File: src/asrp_pkg.sv
// Package for the asynchronous static RAM host controller.
// Assumes a 100 MHz core clock and a 32K x 9 asynchronous SRAM on the pins.
package asrp_pkg;
    localparam int ADDR_W = 15;
    localparam int DATA_W = 9;
    localparam int WORDS = 32768;
    localparam int CLK_PERIOD_NS = 10;
    // Minimum access and write pulse times at the slowest speed grade
    localparam int ACCESS_NS = 20;
    localparam int WRITE_PULSE_NS = 15;
    localparam int DATA_HOLD_NS = 10;
    localparam int ACCESS_CYC = (ACCESS_NS + CLK_PERIOD_NS - 1) / CLK_PERIOD_NS;
    localparam int WRITE_CYC = (WRITE_PULSE_NS + CLK_PERIOD_NS - 1) / CLK_PERIOD_NS;
    localparam int HOLD_CYC = (DATA_HOLD_NS + CLK_PERIOD_NS - 1) / CLK_PERIOD_NS;
    localparam int SYNC_CYC = 2;
    localparam logic [3:0] CNT_ZERO = 4'h0;
    localparam logic [3:0] CNT_ONE = 4'h1;

    typedef struct packed {
        logic write;
        logic [ADDR_W-1:0] addr;
        logic [DATA_W-1:0] wdata;
    } asrp_req_t;

    typedef struct packed {
        logic select_active_low;
        logic select_active_high;
        logic output_gate_n;
        logic write_strobe_n;
        logic [ADDR_W-1:0] word_address_lines;
    } asrp_pins_t;
endpackage

File: src/asrp_host.sv
// Host-side controller driving an asynchronous 32K x 9 static RAM.
// Assumes the testbench resolves the shared data wire from the enables.
//
// Overview of operation
// - Write: active-low select low, active-high select high, write strobe low.
// - Read: active-low select and output gate low, strobe and active-high select high.
// - Write data captured at terminating rising edge; host holds data around it.
// - Host never drives data lines while the memory drives them.
// - Address valid before or with select assertion for a read.
`timescale 1ns/1ns
module asrp_host (
    input wire logic core_clk, // Core clock, 100 MHz
    input wire logic reset_n, // Async reset, active low
    input wire logic req_valid, // Request present
    output logic req_ready, // Request accepted this cycle
    input wire asrp_pkg::asrp_req_t req, // Request fields
    output logic rsp_valid, // Read data valid pulse
    output logic [asrp_pkg::DATA_W-1:0] rsp_data, // Read data
    output asrp_pkg::asrp_pins_t pins, // Control and address pins
    output logic [asrp_pkg::DATA_W-1:0] data_out, // Data lines drive value
    output logic data_oe, // Host drives data lines
    input wire logic [asrp_pkg::DATA_W-1:0] data_in // Data lines sensed
);
    typedef enum logic [2:0] {
        ASRP_IDLE, ASRP_RD_SETUP, ASRP_RD_WAIT, ASRP_WR_SETUP, ASRP_WR_PULSE, ASRP_WR_HOLD
    } asrp_state_t;

    asrp_state_t state;
    logic [3:0] cnt;
    logic [asrp_pkg::ADDR_W-1:0] word_addr;
    logic sel_lo_n;
    logic sel_hi;
    logic strobe_n;
    logic gate_n;
    logic [asrp_pkg::DATA_W-1:0] data_sync;

    function automatic logic [3:0] cyc(input int n);
        cyc = n[3:0];
    endfunction

    asrp_sync #(.W(asrp_pkg::DATA_W)) u_sync (
        .core_clk(core_clk),
        .reset_n(reset_n),
        .d(data_in),
        .q(data_sync)
    );

    assign req_ready = (state == ASRP_IDLE);

    // Pin struct gathered from one register per concern
    assign pins = {sel_lo_n, sel_hi, gate_n, strobe_n, word_addr};

    // Sequencer; address is set a cycle before select so it leads the select
    always_ff @(posedge core_clk or negedge reset_n) begin
        if (!reset_n) begin
            state <= ASRP_IDLE;
            cnt <= asrp_pkg::CNT_ZERO;
        end else begin
            case (state)
                ASRP_IDLE: begin
                    if (req_valid) begin
                        state <= req.write ? ASRP_WR_SETUP : ASRP_RD_SETUP;
                    end
                end
                ASRP_RD_SETUP: begin
                    state <= ASRP_RD_WAIT;
                    cnt <= cyc(asrp_pkg::ACCESS_CYC + asrp_pkg::SYNC_CYC); // Access plus two sync stages
                end
                ASRP_RD_WAIT: begin
                    if (cnt == asrp_pkg::CNT_ONE) begin
                        state <= ASRP_IDLE;
                    end
                    cnt <= cnt - asrp_pkg::CNT_ONE;
                end
                ASRP_WR_SETUP: begin
                    state <= ASRP_WR_PULSE;
                    cnt <= cyc(asrp_pkg::WRITE_CYC);
                end
                ASRP_WR_PULSE: begin
                    if (cnt == asrp_pkg::CNT_ONE) begin
                        state <= ASRP_WR_HOLD;
                        cnt <= cyc(asrp_pkg::HOLD_CYC);
                    end else begin
                        cnt <= cnt - asrp_pkg::CNT_ONE;
                    end
                end
                ASRP_WR_HOLD: begin
                    if (cnt == asrp_pkg::CNT_ONE) begin
                        state <= ASRP_IDLE;
                    end
                    cnt <= cnt - asrp_pkg::CNT_ONE;
                end
                default: state <= ASRP_IDLE;
            endcase
        end
    end

    // Address and write data latched at acceptance, held through the cycle
    always_ff @(posedge core_clk or negedge reset_n) begin
        if (!reset_n) begin
            word_addr <= '0;
            data_out <= '0;
        end else if (state == ASRP_IDLE && req_valid) begin
            word_addr <= req.addr;
            data_out <= req.wdata;
        end
    end

    // Select pins: both deasserted when idle so the memory drops to standby
    always_ff @(posedge core_clk or negedge reset_n) begin
        if (!reset_n) begin
            sel_lo_n <= 1'b1;
            sel_hi <= 1'b0;
        end else begin
            case (state)
                ASRP_RD_SETUP, ASRP_WR_SETUP, ASRP_WR_PULSE: begin
                    sel_lo_n <= 1'b0;
                    sel_hi <= 1'b1;
                end
                ASRP_RD_WAIT: begin
                    sel_lo_n <= (cnt == asrp_pkg::CNT_ONE);
                    sel_hi <= (cnt != asrp_pkg::CNT_ONE);
                end
                default: begin
                    sel_lo_n <= 1'b1;
                    sel_hi <= 1'b0;
                end
            endcase
        end
    end

    // Strobe and gate; write strobe alone ends the write, selects drop later
    always_ff @(posedge core_clk or negedge reset_n) begin
        if (!reset_n) begin
            strobe_n <= 1'b1;
            gate_n <= 1'b1;
        end else begin
            strobe_n <= !(state == ASRP_WR_SETUP ||
                (state == ASRP_WR_PULSE && cnt != asrp_pkg::CNT_ONE));
            gate_n <= !(state == ASRP_RD_SETUP ||
                (state == ASRP_RD_WAIT && cnt != asrp_pkg::CNT_ONE));
        end
    end

    // Host drives data only for writes, through the hold period
    always_ff @(posedge core_clk or negedge reset_n) begin
        if (!reset_n) begin
            data_oe <= 1'b0;
        end else begin
            data_oe <= (state == ASRP_WR_SETUP || state == ASRP_WR_PULSE);
        end
    end

    // Read data capture at the end of the access window
    always_ff @(posedge core_clk or negedge reset_n) begin
        if (!reset_n) begin
            rsp_valid <= 1'b0;
            rsp_data <= '0;
        end else begin
            rsp_valid <= (state == ASRP_RD_WAIT && cnt == asrp_pkg::CNT_ONE);
            if (state == ASRP_RD_WAIT && cnt == asrp_pkg::CNT_ONE) begin
                rsp_data <= data_sync;
            end
        end
    end
endmodule

File: src/asrp_sync.sv
// Two-flop synchroniser for the data lines read back from the memory.
// Assumes the input is asynchronous to core_clk.
`timescale 1ns/1ns
module asrp_sync #(
    parameter int W = 9
) (
    input wire logic core_clk, // Core clock
    input wire logic reset_n, // Async reset, active low
    input wire logic [W-1:0] d, // Asynchronous input
    output logic [W-1:0] q // Synchronised output
);
    logic [W-1:0] stage1;

    always_ff @(posedge core_clk or negedge reset_n) begin
        if (!reset_n) begin
            stage1 <= '0;
            q <= '0;
        end else begin
            stage1 <= d;
            q <= stage1;
        end
    end
endmodule
File: config.mk
export PLATFORM = sky130hd
export DESIGN_NAME = asrp_host
export DESIGN_NICKNAME = d
export VERILOG_FILES = /design/src/asrp_pkg.sv /design/src/asrp_host.sv /design/src/asrp_sync.sv
export SDC_FILE = /design/constraint.sdc
export NUM_CORES = 1
export LEC_CHECK = 0
export BUFFER_PORTS_ARGS = -buffer_cell sky130_fd_sc_hd__buf_2
export CAP_MARGIN = 40
export CORE_MARGIN = 5
export CORE_UTILIZATION = 35
export DETAILED_ROUTE_END_ITERATION = 10
export PLACE_DENSITY = 0.65
export SKIP_LAST_GASP = 1
export SYNTH_ARGS = -nofsm -noshare
export SYNTH_HDL_FRONTEND = slang
export SYNTH_SLANG_ARGS = --single-unit
File: constraint.sdc
create_clock -name core_clk -period 3.7 [get_ports core_clk]
set_clock_uncertainty 0.05 [all_clocks]
set_input_delay 0.74 -clock core_clk [delete_from_list [all_inputs] [get_ports core_clk]]
set_output_delay 0.74 -clock core_clk [all_outputs]
set_load 0.01 [all_outputs]
==> reports/results.ini, run 1 <==
[routing]
wl_met2_um = 2128
met1Wirelength_um = 2093
wire_per_inst_um = 13.44
wl_met3_um = 389
highest_layer = met4
routed_wl_um = 4718
drcViolationCount = 0
dr.first_iter.drc_count = 116
viasPerCell = 4.444
vias = 1560
firstDrtPassIters = 4
ant_nets = 0

[placement]
place_congestion = 0.8416
hpwl_um = 3318
dp_cells = 335
io_buffer_count = 76

[sta]
min_period_ns = 2.176
worstMarginPinSlew_ns = 0.5912
layout_worst_path_cycle_share = 0.5882
hold_violations = 0
setup_tns_ns = 0
rsz0062_at_grt = no
maxSlewHeadroom = 0.6059
drv_slew = 0
fmax_mhz = 459.5
setup_viol_count_final = 0

[die]
coreArea_mm2 = 0.006907
die_h_um = 94.75
die-width_um = 94.75
start_util = 0.3639
die_area_mm2 = 0.008977
rows = 30
ios = 77

[clocking]
cts_sinks = 64
clk_pin_slew_worst_paths_ns = 0.06
clock_tree.root_cell = clkbuf_8
hold_buffers = 0
worstSkewPairLatency_ns = 0.33
cts_setup_buffers = 0
cts_tree = yes
ctsLongestPathBuffers = 2
numCtsBuffers = 9
cts.htree.levels = 3
cts_resized = 0

[synthesis]
avgSynthCellArea_um2 = 14.45
yosys-top-cells-area = dfrtp_1, mux2_4, mux2_2, dfstp_2, a21oi_1
syn_nets = 213
seq_area_frac_synth = 0.6386
synth_top_area_cell = dfrtp_1
synth_edf_count = 0
synth_cell_types = 33
yosys_register_bits = 64
synth_top_flop_cell = dfrtp_1
synth_area_mm2 = 0.002514
ys_async_sr_fraction = 1.000
yosys.area.top_type_share = 0.6073
netlist_instances = 174
ys_warn_count = 0

[critical_path]
slowest_delay_ns = 0.55
worstSetupEndpointType = output pin
cp_cell_sequence = nor2_2, nand2_2, inv_2, buf_2
cp_slowest_cell = dfrtp_1
crit_type = reg2out
path_max_fanout = 17
critical_path_arrival_ns = 1.39
worstSetupStartpointType = flop
cp.required_ns = 2.91

[global_route]
antenna_found_initial = 0
grt_pass1_wl_um = 7590
grtUsageTotal = 0.1135
grt_max_degree = 49
grt_pass1_vias = 1539
grt_overflow = 0

[status]
status = complete, no violations

[final_layout]
nets = 289
drive_gt1_frac = 0.5294
regArea_mm2 = 0.001605
fin_cells = 351
filler_cell_count = 677
postLayoutCoreUtil = 0.4480
multi_input_area_um2 = 778.2
antenna_cells = 0
syn2layout_area_growth_pct = 23.10

[run]
drv_cap = 0

[power_and_ir_drop]
vdd_drop_max_mv = 0.2774
power_density_mw_per_mm2 = 864.2
p_leak_nw = 1.533

[worst_hold_path]
holdCritPathClass = in2async

==> through the flow <==
stage / power (mW) / area, µm² / worst slack (ns) / hold slack, ns
finish: 2.674 / 3094 / 1.524 / 0.2567
CTS: 2.720 / 3094 / 1.500 / 0.2503
detailed placement: 2.196 / 2929 / 1.722 / 0.2856
floorplan: 1.895 / 2514 / 2.051 / 0.2812
global placement: 2.174 / 2929 / 1.770 / 0.2826
global route: 2.868 / 3094 / 1.417 / 0.2711
==> area by class of cell <==
| type | count | share of cell area |
|---|---|---|
| Timing Repair Buffer | 78 | 0.1278 |
| Clock buffer | 12 | 0.04691 |
| Multi-Input combinational cell | 89 | 0.2515 |
| Clock inverter | 4 | 0.006470 |
| Inverter | 8 | 0.009705 |
| Sequential cell | 64 | 0.5188 |
| Tap cell | 96 | 0.03882 |
==> layer usage <==
layer / global-route usage / vias to the layer above
met5: 0 / -
met4: 0.05769 / 0
met3: 0.05259 / 7
met2: 0.1562 / 63
met1: 0.1487 / 747
li1: - / 743
==> state kept, by name (all words and copies together), names as in the netlist, 3 cells and up <==
signal         count
u_sync.q           9
cnt                4
u_sync.stage1      9
data_out           9
rsp_data           9
word_addr         15
state              3
==> worst max-delay path: cells and delay by family (launching register included) <==
family / cells / cell delay (ns)
and+or+nand+nor: 2 / 0.32
buffers and inverters: 2 / 0.18
DFF: 1 / 0.55
==> power breakdown <==
| group | switching, mW | internal [mW] |
|---|---|---|
| Sequential | 0.186 | 0.966 |
| Combinational | 0.475 | 0.547 |
| Clock | 0.244 | 0.257 |
| Total | 0.905 | 1.77 |
==> synthesized netlist by cell type, types with 2 or more instances <==
master and number:
dfrtp_1 61, nand2_1 7, nand3_1 4, buf_4 5
a221oi_1 2, a21oi_1 8, ha_1 2, dfstp_2 3
clkbuf_1 3, o31a_1 2, inv_1 6, mux2_4 20
o21ai_0 5, buf_8 2, buf_2 2, nand2b_1 2
nor3_1 2, inv_2 2, nor2_1 9, mux2_2 13
nand2_2 2
==> layout by cell type, fill, tap and decap left out, types with 3 or more instances in the layout <==
cell | Yosys | routed
nand2_1 | 7 | 7
mux2_4 | 20 | 20
dfstp_2 | 3 | 3
nor2_1 | 9 | 9
clkbuf_8 | 0 | 10
mux2_2 | 13 | 13
clkinv_2 | 0 | 4
o21ai_0 | 5 | 5
a21oi_1 | 8 | 8
buf_2 | 2 | 76
dfrtp_1 | 61 | 61
inv_1 | 6 | 6
nand3_1 | 4 | 4
==> path summary, 6_finish.rpt <==
| kind | startpoint | endpoint | slack, ns | depth (start not counted) |
|---|---|---|---|---|
| setup / recovery | state[1]$_DFFE_PN0P_ | req_ready | 1.52 | 4 |
| hold / removal | reset_n | u_sync.q[8]$_DFF_PN0_ | 0.26 | 1 |
| setup reg to reg | state[1]$_DFFE_PN0P_ | word_addr[13]$_DFFE_PN0P_ | 1.73 | 6 |
| hold reg to reg | u_sync.stage1[0]$_DFF_PN0_ | u_sync.q[0]$_DFF_PN0_ | 0.30 | 0 |
| max in group asynchronous | reset_n | word_addr[9]$_DFFE_PN0P_ | 2.43 | 2 |
| min in group core_clk | u_sync.stage1[0]$_DFF_PN0_ | u_sync.q[0]$_DFF_PN0_ | 0.30 | 0 |
==> cell families (layout without fill, tap and decap cells) <==
logic type               Yosys count  in the layout  share of synthesized area
AND/OR/NAND/NOR                   33             33                    0.06720
flip-flops                        64             64                     0.6386
AO/OA/AOI/OAI                     20             20                    0.05077
buffers and inverters             21            102                    0.05177
multiplexers                      33             33                     0.1777
adder cells (fa/ha/maj)            3              3                    0.01394
(Power assumes the default switching activity.)
==> run 2: changes to the inputs <==
--- a/config.mk
+++ b/config.mk
@@ -5,6 +5,7 @@
 export SDC_FILE = /design/constraint.sdc
 export NUM_CORES = 1
 export LEC_CHECK = 0
+export ABC_AREA = 1
 export BUFFER_PORTS_ARGS = -buffer_cell sky130_fd_sc_hd__buf_2
 export CAP_MARGIN = 40
 export CORE_MARGIN = 5
==> constraint.sdc (replaced) <==
create_clock -name core_clk -period 2.2 [get_ports core_clk]
set_clock_uncertainty 0.05 [all_clocks]
set_input_delay 0.44 -clock core_clk [delete_from_list [all_inputs] [get_ports core_clk]]
set_output_delay 0.44 -clock core_clk [all_outputs]
set_load 0.01 [all_outputs]
==> run 2 against run 1 <==
Compared with the run above: register-to-register slack worse by 0.96 ns; synthesized area is 1.4% lower; power is 76% higher; non-clock buffer count is 1 higher; critical path type unchanged; clock power is 140% higher; critical path depth stayed put; sequential power is 62% higher; first-iteration DRC count is 46% lower; die area is 1.2% lower.
==> reports/results.ini, run 2 <==
[final_layout]
largest_register = word_addr
syn2layout_area_growth_pct = 27.76
antenna_cells = 0  ; unchanged
nets = 359  ; +24%
drive_gt1_frac = 0.3538  ; -0.1756
mostFrequentLayoutCell = nand2_1
largest_reg_flops = 15  ; unchanged
layout_common_cells = nand2_1, buf_2, dfrtp_1, nand3_1, inv_1

[sta]
hold_violations = 0  ; unchanged
setup_viol_count_final = 0  ; unchanged
min_period_ns = 1.717
setup_tns_ns = 0  ; unchanged
rsz0062_at_grt = no
setup_slack_ns = 0.4826  ; -1.041 ns
drv_slew = 0  ; unchanged
fmax_mhz = 582.3
layout_worst_path_cycle_share = 0.7806
worstMarginPinSlew_ns = 0.3811  ; -0.2101 ns
maxSlewHeadroom = 0.7459  ; +0.1401

[global_route]
grt_max_degree = 65  ; +33%
grt_pass1_vias = 1826  ; +19%
grtUsageTotal = 0.1270  ; +0.01351
grt_pass1_wl_um = 8707  ; +15%
antenna_found_initial = 0  ; unchanged
grt_overflow = 0  ; unchanged

[critical_path]
r2r_cells = 8  ; +2
cp_cell_sequence = inv_2, nand2_4, nor2_8, buf_2
cp.required_ns = 1.71  ; -1.20 ns
rrSetupSlack_ns = 0.77  ; -0.96 ns
worstSetupEndpointType = output pin
path_max_fanout = 4  ; -13
r2r_end = rsp_data[6]$_DFFE_PN0P_
worstReg2RegStart = cnt[1]$_DFFE_PN0P_
crit_type = reg2out
worstSetupStartpointType = flop
cp-endpoint = req_ready
critical_path_arrival_ns = 1.23  ; -0.16 ns
slowest_delay_ns = 0.43  ; -0.12 ns
cp-startpoint = state[2]$_DFFE_PN0P_
cp_slowest_cell = dfrtp_1

[power_and_ir_drop]
vdd_drop_max_mv = 0.6201  ; +120%
p_leak_nw = 1.750  ; +14%
p_total_mw = 4.713  ; +76%
power_density_mw_per_mm2 = 1488  ; +72%

[die]
coreArea_mm2 = 0.006832  ; -1.1%
die-width_um = 94.16  ; -0.62%
ios = 77  ; unchanged
rows = 30  ; unchanged
start_util = 0.3628  ; -0.001129
die_area_mm2 = 0.008865  ; -1.2%
die_h_um = 94.16  ; -0.62%

[synthesis]
yosys-top-cells-area = dfrtp_1, nand2_1, nand3_1, dfstp_2, buf_4
ys_top_cells_by_count = nand2_1, dfrtp_1, nand3_1
avgSynthCellArea_um2 = 10.24  ; -29%
synth_area_mm2 = 0.002479  ; -1.4%
ys_warn_count = 0  ; unchanged
synth_cell_types = 24  ; -27%
syn_nets = 281  ; +32%
yosys_register_bits = 64  ; unchanged
ys_async_sr_fraction = 1.000  ; unchanged
yosys.area.top_type_share = 0.6159  ; +0.008583
netlist_instances = 242  ; +39%
synth_top_flop_cell = dfrtp_1
seq_area_frac_synth = 0.6477  ; +0.009027
synth_edf_count = 0  ; unchanged
synth_top_area_cell = dfrtp_1
synth_most_common_cell = nand2_1

[clocking]
ctsLongestPathBuffers = 2  ; unchanged
cts.htree.levels = 3  ; unchanged
cts_sinks = 64  ; unchanged
cts_tree = yes
clk_pin_slew_worst_paths_ns = 0.07  ; about the same
cts_setup_buffers = 0  ; unchanged
hold_buffers = 0  ; unchanged
cts_resized = 0  ; unchanged
clock_tree.root_cell = clkbuf_8
worstSkewPairLatency_ns = 0.33  ; about the same
numCtsBuffers = 9  ; unchanged

[routing]
vias = 1868  ; +20%
routed_wl_um = 5155  ; +9.3%
dr.first_iter.drc_count = 63  ; -46%
drcViolationCount = 0  ; unchanged
firstDrtPassIters = 4  ; unchanged
ant_nets = 0  ; unchanged
wire_per_inst_um = 12.24  ; -8.9%
viasPerCell = 4.437  ; -0.17%

[run]
drv_cap = 0  ; unchanged

[placement]
place_congestion = 0.7689  ; -8.6%
hpwl_um = 3706  ; +12%
post-place-ws_ns = 0.7649  ; -0.9569 ns
io_buffer_count = 76  ; unchanged

[worst_hold_path]
holdCritPathClass = in2async

[status]
status = complete, no violations

==> run 2: changes by cell type in the layout (fill, tap and decap cells not counted), sizes merged, moves of 3 or more <==
cell	previous run	this run
clkbuf	12	9
mux2	33	0
nand4	0	3
a21oi	8	2
nand2	9	95
nand3	4	36
o21ai	5	0
inv	8	16
bufinv	0	3
==> run 2: layer usage <==
metal	wire length, µm	vias up	global-route usage	share of wire
met3	452	8	0.05449	0.088
li1	-	919	-	-
met2	2285	65	0.1838	0.44
met4	96	0	0.05776	0.019
met5	0	-	0	0
met1	2321	876	0.1637	0.45
==> run 2: critical path, delay by kind of cell (launching register included) <==
| family | cells | cell delay, ns |
|---|---|---|
| and+or+nand+nor | 2 | 0.20 |
| DFF | 1 | 0.43 |
| buffers and inverters | 2 | 0.27 |
==> run 2: worst min-delay path by stage <==
stage / from / end / slack [ns] / cells past startpoint
after detailed placement: u_sync.stage1[1]$_DFF_PN0_ / u_sync.q[1]$_DFF_PN0_ / 0.29 / 0
after global placement: u_sync.stage1[4]$_DFF_PN0_ / u_sync.q[4]$_DFF_PN0_ / 0.28 / 0
after CTS: reset_n / data_out[4]$_DFFE_PN0P_ / 0.06 / 2
final: reset_n / rsp_data[7]$_DFFE_PN0P_ / 0.06 / 2
after global routing: reset_n / rsp_valid$_DFF_PN0_ / 0.08 / 2
after floorplan: reset_n / cnt[0]$_DFFE_PN0P_ / 0.09 / 0
==> run 2: through the flow <==
| step | area [µm²] | hold WS [ns] | std cells | util |
|---|---|---|---|---|
| floorplan | 2479 | 0.09441 | 242 | - |
| global placement | 2923 | 0.2815 | 405 | 0.4278 |
| detailed placement | 2923 | 0.2856 | 405 | 0.4278 |
| CTS | 3167 | 0.06155 | 421 | 0.4636 |
| global route | 3167 | 0.08237 | 421 | 0.4636 |
| finish | 3167 | 0.06448 | 421 | 0.4636 |
==> run 2: cell families after synthesis <==
logic type	synth area share
buffers and inverters	0.06209
and+or+nand+nor	0.2660
xor gates and xnor gates	0.007068
adders and majority gates	0.01009
DFF	0.6477
AOI/OAI and AO/OA	0.007068
==> run 2: cell type report <==
cell class	count	area, µm²
inverters	16	62.56
clock inverters	7	120.1
flip-flops and latches	64	1605
fillers	679	3665
clock buffers	9	123.9
multi-input cells	150	719.4
repair buffers	79	415.4
well taps	96	120.1
==> run 2: where the power goes <==
group	internal (mW)	switching, mW
clock	0.754	0.452
sequential	1.61	0.241
combinational	0.626	1.02
